$ cat config.mk
export PLATFORM = sky130hd
export DESIGN_NAME = cswc_ctrl
export DESIGN_NICKNAME = d
export VERILOG_FILES = /design/src/inc/cswc_pkg.sv /design/src/core/cswc_ctrl.sv
export SDC_FILE = /design/constraint.sdc
export NUM_CORES = 1
export LEC_CHECK = 0
export BUFFER_PORTS_ARGS = -buffer_cell sky130_fd_sc_hd__clkbuf_2
export CAP_MARGIN = 20
export CORE_MARGIN = 1.5
export CORE_UTILIZATION = 44
export DETAILED_ROUTE_END_ITERATION = 8
export GPL_ROUTABILITY_DRIVEN = 1
export GPL_TIMING_DRIVEN = 0
export PLACE_DENSITY = 0.84
export SLEW_MARGIN = 40
export SYNTH_ARGS = -nofsm -noshare
export SYNTH_HDL_FRONTEND = slang
export SYNTH_SLANG_ARGS = --single-unit
$ cat constraint.sdc
create_clock -name clk_i -period 2.01 [get_ports clk_i]
set_input_delay 0.3015 -clock clk_i [delete_from_list [all_inputs] [get_ports clk_i]]
set_output_delay 0.3015 -clock clk_i [all_outputs]
set_load 0.02 [all_outputs]
$ cat src/inc/cswc_pkg.sv
/*
 * package for the cpu sleep and wakeup controller: cpu count, sleep states,
 * per-cpu request and status carriers.
 * assumes one clock domain; nothing else.
 */
`default_nettype none

package cswc_pkg;
	localparam int NUM_CPU = 2;
	localparam int SCR_DEEP_BIT = 2; // deep_sleep_select position in cpu_system_control_reg
	localparam int SCR_WIDTH = 3;
	localparam logic [SCR_WIDTH-1:0] SCR_RESET = 3'h0;

	typedef enum logic [1:0] {
		CSWC_ACTIVE,
		CSWC_LIGHT,
		CSWC_DEEP
	} cswc_state_t;

	// per-cpu request from the core pipeline, one-cycle pulses
	typedef struct packed {
		logic wfi;
		logic wfe;
		logic sev;
	} cswc_req_t;

	// per-cpu status
	typedef struct packed {
		logic halted;
		logic deep;
		logic event_latched;
	} cswc_stat_t;
endpackage

`default_nettype wire

$ cat src/core/cswc_ctrl.sv
/*
 * cpu sleep and wakeup controller: per-cpu sleep state machine, event
 * latches for set-event, and the system deep sleep condition.
 * assumes instruction pulses and irq lines from same-clock logic; irq and
 * wake-enable vectors are synchronous to clk_i.
 */
`timescale 1ns/1ps
`default_nettype none

module cswc_ctrl #(
	parameter int NUM_CPU = cswc_pkg::NUM_CPU,
	parameter int NUM_IRQ = 8
) (
	input wire logic clk_i, // 40 MHz clock
	input wire logic rst_i, // synchronous reset, active high
	input wire logic ce_i, // clock enable, freezes state when low
	input wire cswc_pkg::cswc_req_t [NUM_CPU-1:0] req_i, // sleep/event instruction pulses
	input wire logic [NUM_CPU-1:0][cswc_pkg::SCR_WIDTH-1:0] scr_i, // cpu_system_control_reg
	input wire logic [NUM_IRQ-1:0] irq_i, // peripheral interrupt lines
	input wire logic [NUM_IRQ-1:0] wake_en_i, // interrupts enabled as wakeup sources from wfe sleep; wfi sleep wakes on any irq line
	output logic [NUM_CPU-1:0] run_o, // cpu may execute
	output cswc_pkg::cswc_stat_t [NUM_CPU-1:0] stat_o, // per-cpu status
	output logic sys_deep_sleep_o // whole device in deep sleep
);
	// ****************************************
	// parameter checks
	// ****************************************
	// set-event needs a peer, and the wake
	// reduction needs at least one line
	generate
		if (NUM_CPU < 2) begin : g_bad_cpu
			$error("cswc_ctrl: needs at least two cpus");
		end
		if (NUM_IRQ < 1) begin : g_bad_irq
			$error("cswc_ctrl: needs at least one irq line");
		end
	endgenerate

	// ****************************************
	// helper functions
	// ****************************************
	// set-event seen by cpu self: from any other cpu, never itself
	function automatic logic others_sev(input cswc_pkg::cswc_req_t [NUM_CPU-1:0] r, input int self);
		logic s;
		s = 1'b0;
		for (int j = 0; j < NUM_CPU; j++) begin
			if (j != self && r[j].sev)
				s = 1'b1;
		end
		return s;
	endfunction

	// sleep depth picked by the control word of the instruction cycle
	function automatic cswc_pkg::cswc_state_t sleep_depth(input logic [cswc_pkg::SCR_WIDTH-1:0] ctl);
		cswc_pkg::cswc_state_t d;
		if (ctl[cswc_pkg::SCR_DEEP_BIT])
			d = cswc_pkg::CSWC_DEEP;
		else
			d = cswc_pkg::CSWC_LIGHT;
		return d;
	endfunction

	// light or deep, both halt the cpu
	function automatic logic is_asleep(input cswc_pkg::cswc_state_t s);
		logic a;
		a = s == cswc_pkg::CSWC_LIGHT || s == cswc_pkg::CSWC_DEEP;
		return a;
	endfunction

	// ****************************************
	// declarations
	// ****************************************
	// wake sources
	logic any_irq; // any interrupt line high
	logic wake_irq; // an enabled wakeup source high
	logic [NUM_CPU-1:0] sev_in; // set-event from a peer

	// per-cpu decode
	logic [NUM_CPU-1:0] skip_req; // wfe with event already latched
	logic [NUM_CPU-1:0] sleep_req; // sleep instruction accepted
	logic [NUM_CPU-1:0] wake_now; // sleeping cpu resumes this edge

	// per-cpu sleep state
	cswc_pkg::cswc_state_t state [NUM_CPU];
	cswc_pkg::cswc_state_t next_state [NUM_CPU];
	logic [NUM_CPU-1:0] by_wfe; // sleep entered by wait-for-event
	logic [NUM_CPU-1:0] next_by_wfe;

	// event latches
	logic [NUM_CPU-1:0] evt;
	logic [NUM_CPU-1:0] next_evt;

	// system deep sleep
	logic sys_deep;
	logic next_sys_deep;

	// ****************************************
	// wake sources
	// ****************************************
	always_comb begin
		any_irq = |irq_i;
		wake_irq = |(irq_i & wake_en_i);
		for (int i = 0; i < NUM_CPU; i++) begin
			sev_in[i] = others_sev(req_i, i);
		end
	end

	// ****************************************
	// per-cpu decode
	// ****************************************
	// wfi and wfe together act as wfi
	always_comb begin
		for (int i = 0; i < NUM_CPU; i++) begin
			skip_req[i] = !is_asleep(state[i]) && req_i[i].wfe && !req_i[i].wfi && evt[i];
			sleep_req[i] = !is_asleep(state[i]) && (req_i[i].wfi || req_i[i].wfe) && !skip_req[i];
			if (!is_asleep(state[i]))
				wake_now[i] = 1'b0;
			else if (by_wfe[i])
				wake_now[i] = evt[i] || sev_in[i] || wake_irq;
			else
				wake_now[i] = any_irq || wake_irq;
		end
	end

	// ****************************************
	// per-cpu sleep state
	// ****************************************
	always_comb begin
		for (int i = 0; i < NUM_CPU; i++) begin
			next_state[i] = state[i];
			next_by_wfe[i] = by_wfe[i];
			case (state[i])
				cswc_pkg::CSWC_ACTIVE: begin
					if (sleep_req[i]) begin
						next_by_wfe[i] = !req_i[i].wfi;
						next_state[i] = sleep_depth(scr_i[i]);
					end
				end
				cswc_pkg::CSWC_LIGHT, cswc_pkg::CSWC_DEEP: begin
					// further sleep pulses are ignored here
					if (wake_now[i]) begin
						next_state[i] = cswc_pkg::CSWC_ACTIVE;
						next_by_wfe[i] = 1'b0;
					end
				end
				default: begin
					next_state[i] = cswc_pkg::CSWC_ACTIVE;
					next_by_wfe[i] = 1'b0;
				end
			endcase
		end
	end

	always_ff @(posedge clk_i) begin
		if (rst_i) begin
			for (int i = 0; i < NUM_CPU; i++)
				state[i] <= cswc_pkg::CSWC_ACTIVE;
			by_wfe <= '0;
		end else if (ce_i) begin
			state <= next_state;
			by_wfe <= next_by_wfe;
		end
	end

	// ****************************************
	// event latches
	// ****************************************
	// consumed by a skipped wfe or a wfe wake;
	// a latched event meeting a new set-event stays set
	always_comb begin
		for (int i = 0; i < NUM_CPU; i++) begin
			if (skip_req[i] || (wake_now[i] && by_wfe[i]))
				next_evt[i] = evt[i] && sev_in[i];
			else
				next_evt[i] = evt[i] || sev_in[i];
		end
	end

	always_ff @(posedge clk_i) begin
		if (rst_i) begin
			evt <= '0;
		end else if (ce_i) begin
			evt <= next_evt;
		end
	end

	// ****************************************
	// system deep sleep
	// ****************************************
	// taken from next states so it moves on the
	// same edge as the last cpu entering deep sleep
	always_comb begin
		next_sys_deep = 1'b1;
		for (int i = 0; i < NUM_CPU; i++) begin
			if (next_state[i] != cswc_pkg::CSWC_DEEP)
				next_sys_deep = 1'b0;
		end
	end

	always_ff @(posedge clk_i) begin
		if (rst_i) begin
			sys_deep <= 1'b0;
		end else if (ce_i) begin
			sys_deep <= next_sys_deep;
		end
	end

	// ****************************************
	// outputs
	// ****************************************
	// decoded straight from the state registers
	always_comb begin
		for (int i = 0; i < NUM_CPU; i++) begin
			run_o[i] = state[i] == cswc_pkg::CSWC_ACTIVE;
			stat_o[i].halted = is_asleep(state[i]);
			stat_o[i].deep = state[i] == cswc_pkg::CSWC_DEEP;
			stat_o[i].event_latched = evt[i];
		end
		sys_deep_sleep_o = sys_deep;
	end
endmodule

`default_nettype wire

==> flow_summary.ini, run 1 <==
[worst_setup_path]
crit_path_end_kind = flip-flop
crit_path_start_kind = flip-flop
required_ns = 2.19
cp.arrival_ns = 2.07
critPathKind = reg2reg
crit_fanout = 7

[cts]
clock_tree.root_cell = clkbuf_4
ctsHtreeMaxLevel = 1
clock_sinks = 9
clk_pin_slew_ns = 0.07
clk_path_buf_depth = 2
cts_tree = built
clock_latency_ns = 0.26
cts_buffers = 3

[die]
start_util_pct = 48.5
ioPinCount = 40
core_sq_um = 1560
die_area_sq_um = 1980
die_w_microns = 44.4
die-height_microns = 44.4
num_rows = 14

[route]
detail-route-antenna-nets = 0
num_vias = 893
drtIter0Drc = 25
drt_wl_total_mm = 1.99
detail_route.first_pass.iterations = 7
wire_per_inst_microns = 12.9
drc_errors = 2
vias_per_cell = 5.80

[timing]
rsz0062_at_grt = no
tightestPinTransition_ns = 0.465
holdWs_ns = 0.348
fin_skew_ns = 0.00918
period_share_pct = 94.1
fin_ws_ns = 0.119
max_freq_mhz = 529
layout_min_cycle_time_ns = 1.89
finalHoldViolations = 0
finalSetupViolations = 0
relSlewSlack_pct = 69.0
finalMaxSlewViolations = 0
fin_tns_setup_ns = 0

[synthesis]
synth_edf_count = 0
synth_common_cells = 12 x nand2_1, 9 x dfxtp_1, 8 x inv_1
yosysTopAreaCell = dfxtp_1
synth_area_per_cell_sq_um = 7.63
synth_nets = 136
synthDistinctLibCells = 36
async_flop_share_pct = 0
ys_ff_latch = 9
synth_cells = 99
ys_warn_count = 0
syn_area_sq_um = 756
seq_area_frac_synth_pct = 23.8
synth_area_leaders = dfxtp_1 24%, ha_1 9.9%, nand2_1 6.0%, a21oi_1 4.6%, o32ai_2 4.3%
synth.most_common_cell = nand2_1
yosys_most_used_dff = dfxtp_1
netlist.area_leader.share_pct = 23.8

[placement]
place_hpwl_mm = 1.58
place.gp.congestion = 0.803
numPortBuffers = 35
dp_slack_ns = -0.264

[global_routing]
gr-usage-all-layers_pct = 22.3
grt_pass1_vias = 820
grt_pass1_wl_mm = 3.39
antenna_found_initial = 0
grt_start_max_net_pins = 11
gr-total-overflow = 0

[final_layout]
num_antenna_cells = 0
fin_nets = 176
layout-drive-gt1-share_pct = 37.0
syn_to_final_growth_pct = 34.8

[power_and_ir_drop]
p_leak_nw = 0.468
vdd_drop_max_mv = 0.337
powerDensity_nw_per_um2 = 608

[run_status]
violations = design-rule violations
status = complete, but fails checks

[run]
drv_cap = 0

[worst_hold_path]
hold_path.class = in2reg
==> critical path, cell delays in order (launching register included) <==
cell       delay [ns]
dfxtp_2          0.34
inv_1            0.16
ha_4             0.25
o21ba_2          0.29
mux2i_1          0.09
a2111oi_1        0.37
a31oi_1          0.13
nor3_1           0.19
==> worst paths after layout <==
kind                                from                to  slack [ns]  depth (start not counted)
worst min-delay path            req_i[3]            evt[0]        0.35                          3
worst max register to register  state[2]  sys_deep_sleep_o        0.12                          7
worst min register to register  state[0]          state[0]        0.49                          2
worst max-delay path            state[2]  sys_deep_sleep_o        0.12                          7
==> routing by layer <==
metal	global-route usage, %	vias up	wire length (microns)
met3	3.27	4	100
met2	40.6	29	1040
met5	0	-	0
met4	7.88	0	29
met1	26.1	404	819
li1	-	456	-
==> layout by cell type (no fill, tap or decap), drive strengths merged, types with 4 or more instances in the layout <==
cell type | Yosys | routed
a21oi | 7 | 7
a22oi | 4 | 4
clkbuf | 2 | 41
dfxtp | 9 | 9
ha | 6 | 6
inv | 8 | 8
nand2 | 12 | 12
nor2 | 7 | 7
nor3 | 5 | 5
o21ai | 5 | 5
==> kinds of logic (layout without fill, tap and decap cells) <==
logic type,count (synthesis),after routing,synth area share [%]
AO/OA/AOI/OAI,31,31,30.3
adder cells (fa/ha/maj),6,6,9.93
buffers and inverters,10,49,4.97
flip-flops,9,9,23.8
multiplexers,2,2,2.65
AND/OR/NAND/NOR,41,41,28.3
==> cell type report <==
class | count | area, sq um
Multi-Input combinational cell | 80 | 574
Sequential cell | 9 | 185
Buffer | 2 | 7.51
Timing Repair Buffer | 35 | 175
Inverter | 8 | 30.0
Clock buffer | 4 | 26.3
Fill cell | 146 | 541
Tap cell | 16 | 20.0
==> where the power goes <==
part / switching [mW] / internal [mW]
logic: 0.144 / 0.118
registers: 0.0174 / 0.195
clock network: 0.0682 / 0.0765
==> state kept, by name, summed over array words and instances, names as in the netlist <==
name	count
state	4
by_wfe	2
evt	2
sys_deep_sleep_o	1
==> metrics by stage <==
step | area [sq um] | total power [mW] | cells | utilization (%)
detailed placement | 951 | 0.446 | 150 | 61.0
global route | 1020 | 0.662 | 154 | 65.3
finish | 1020 | 0.619 | 154 | 65.3
global placement | 951 | 0.438 | 150 | 61.0
floorplan | 756 | 0.371 | 99 | -
CTS | 1010 | 0.616 | 154 | 64.8
==> repair_timing <==
action | 4_1_cts | 5_1_grt
hold buffers | 0 | 0
resized for setup | 6 | 5
endpoints found under the setup margin | 2 | 1
setup buffers | 0 | 0
pin swaps | 0 | 1
Power figures use the tool's default switching activity.
==> run 2, diff against run 1 <==
Settings changed: PLACE_DENSITY 0.84 to 0.86.
Clock period 2.01 ns to 2 ns, I/O delays scaled along.
==> run 2 against run 1 <==
The run still ends with design-rule violations left. Setup slack got worse by 0.012 ns. Sequential share of layout area is 0.35 points lower. Critical endpoint unchanged. Global-route usage increased by 1.1 points. Clock-buffer cell count decreased by 1.
==> flow_summary.ini, run 2 (synthesis results as in run 1) <==
[run_status]
status = complete, but fails checks
violations = design-rule violations

[cts]
clock_sinks = 9
clk_pin_slew_ns = 0.07
cts_tree = built
clk_path_buf_depth = 2
ctsHtreeMaxLevel = 1
hold_buffers = 0
clock_tree.root_cell = clkbuf_4
clock_latency_ns = 0.27
cts_buffers = 3

[global_routing]
gr-usage-all-layers_pct = 23.3
grt_pass1_wl_mm = 3.39
antenna_found_initial = 0
grt-busiest-layer = met2
globalRouteMet2Util_pct = 42.9
grt_pass1_vias = 826
gr-total-overflow = 0
use_met1_pct = 25.6
grt_start_max_net_pins = 11
use_met3_pct = 6.12

[timing]
fin_tns_setup_ns = 0
layout_min_cycle_time_ns = 1.89
finalHoldViolations = 0
finalMaxSlewViolations = 0
fin_skew_ns = 0.0121
relSlewSlack_pct = 66.5
period_share_pct = 94.6
tightestPinTransition_ns = 0.503
finalSetupViolations = 0
max_freq_mhz = 528

[worst_setup_path]
crit_path_end_kind = flip-flop
cpMaxStageDelayCell = dfxtp_2
cpPeakStageDelay_ns = 0.35
cp.arrival_ns = 2.08
crit_fanout = 6
required_ns = 2.18
crit_path_start_kind = flip-flop
cp_cell_sequence = inv_1 > ha_4 > inv_1 > o211a_1 > a2111oi_2 > buf_4 > a2111oi_2 > a31oi_1 > nor3_1
critPathKind = reg2reg

[run]
drv_cap = 0

[worst_hold_path]
hold_path.class = in2reg

[final_layout]
num_antenna_cells = 0
fin_area_sq_um = 1040
top_register = state
largest_register_ffs = 4
fin_nets = 177
layout-drive-gt1-share_pct = 38.8
final_common_cell = clkbuf_2
top_regs = state: 4 flops, by_wfe: 2 flops, evt: 2 flops
post-route-util_pct = 66.6
fill_cells = 137
syn_to_final_growth_pct = 37.4
layout_common_cells = 35 x clkbuf_2, 12 x nand2_1, 8 x inv_1

[die]
die-height_microns = 44.4
start_util_pct = 48.5
die_w_microns = 44.4
core_sq_um = 1560
num_rows = 14
die_area_sq_um = 1980
ioPinCount = 40

[placement]
numPortBuffers = 35
placed_area_sq_um = 951
place.gp.congestion = 0.869
place_hpwl_mm = 1.55

[power_and_ir_drop]
power_frac_seq_pct = 33.1
p_int_mw = 0.401
vdd_drop_max_mv = 0.390
clockPowerShare_pct = 22.5
p_sw_share_pct = 37.7
combPwrFrac_pct = 44.4
p_leak_nw = 0.480
switching_power_mw = 0.243
powerDensity_nw_per_um2 = 620

[route]
detail_route.first_pass.iterations = 7
vias_per_cell = 5.86
detail-route-antenna-nets = 0
drtIter0Drc = 16
drc_errors = 1
wire_per_inst_microns = 13.4
drt_wl_total_mm = 2.07
num_vias = 908
[run 2: power by group through the flow]
stage	Sequential, mW	Combinational [mW]	Clock, mW
finish	0.213	0.286	0.145
global route	0.215	0.314	0.158
CTS	0.211	0.254	0.148
detailed placement	0.215	0.232	0
global placement	0.214	0.227	0
floorplan	0.215	0.158	0
[run 2: per-layer routing]
metal	up-vias	routed length (microns)
met5	-	0
met4	0	11
met3	2	131
met2	34	1090
met1	413	834
li1	459	-
[run 2: layout make-up]
cell class / instances / area [sq um] / area share, %
Clock buffer: 3 / 22.5 / 2.17
Inverter: 8 / 30.0 / 2.89
Buffer: 2 / 7.51 / 0.723
Timing Repair Buffer: 36 / 183 / 17.6
Sequential cell: 9 / 185 / 17.8
Multi-Input combinational cell: 80 / 586 / 56.4
Tap cell: 16 / 20.0 / 1.93
Clock inverter: 1 / 5.00 / 0.482
[run 2: through the flow]
step / cells / hold WS, ns / total power, mW / worst slack, ns
6_report: 155 / 0.331 / 0.643 / 0.107
2_1_floorplan: 99 / 0.462 / 0.373 / 0.0279
3_3_place_gp: 150 / 0.487 / 0.441 / -0.194
3_5_place_dp: 150 / 0.499 / 0.447 / -0.224
4_1_cts: 154 / 0.320 / 0.614 / 0.0199
5_1_grt: 155 / 0.344 / 0.688 / -0.0319
[run 2: worst paths after layout]
path | start | to | slack [ns] | cells past startpoint
hold / removal | req_i[0] | evt[1] | 0.33 | 3
setup / recovery | state[0] | sys_deep_sleep_o | 0.11 | 9
hold reg to reg | state[0] | state[0] | 0.48 | 2
setup reg to reg | state[0] | sys_deep_sleep_o | 0.11 | 9
[run 2: worst max-delay path, delay by kind of cell, from the launching register on]
kind | cells | cell delay [ns]
compound gates | 4 | 0.65
fa+ha+maj | 1 | 0.28
buf+inv | 3 | 0.35
flops | 1 | 0.35
simple gates | 1 | 0.19
[run 2: timing repair]
action                     CTS  global route
pin swaps                    1             2
setup endpoints to repair    2             1
cloned                       0             0
setup buffers                0             1
resized for setup            7             7
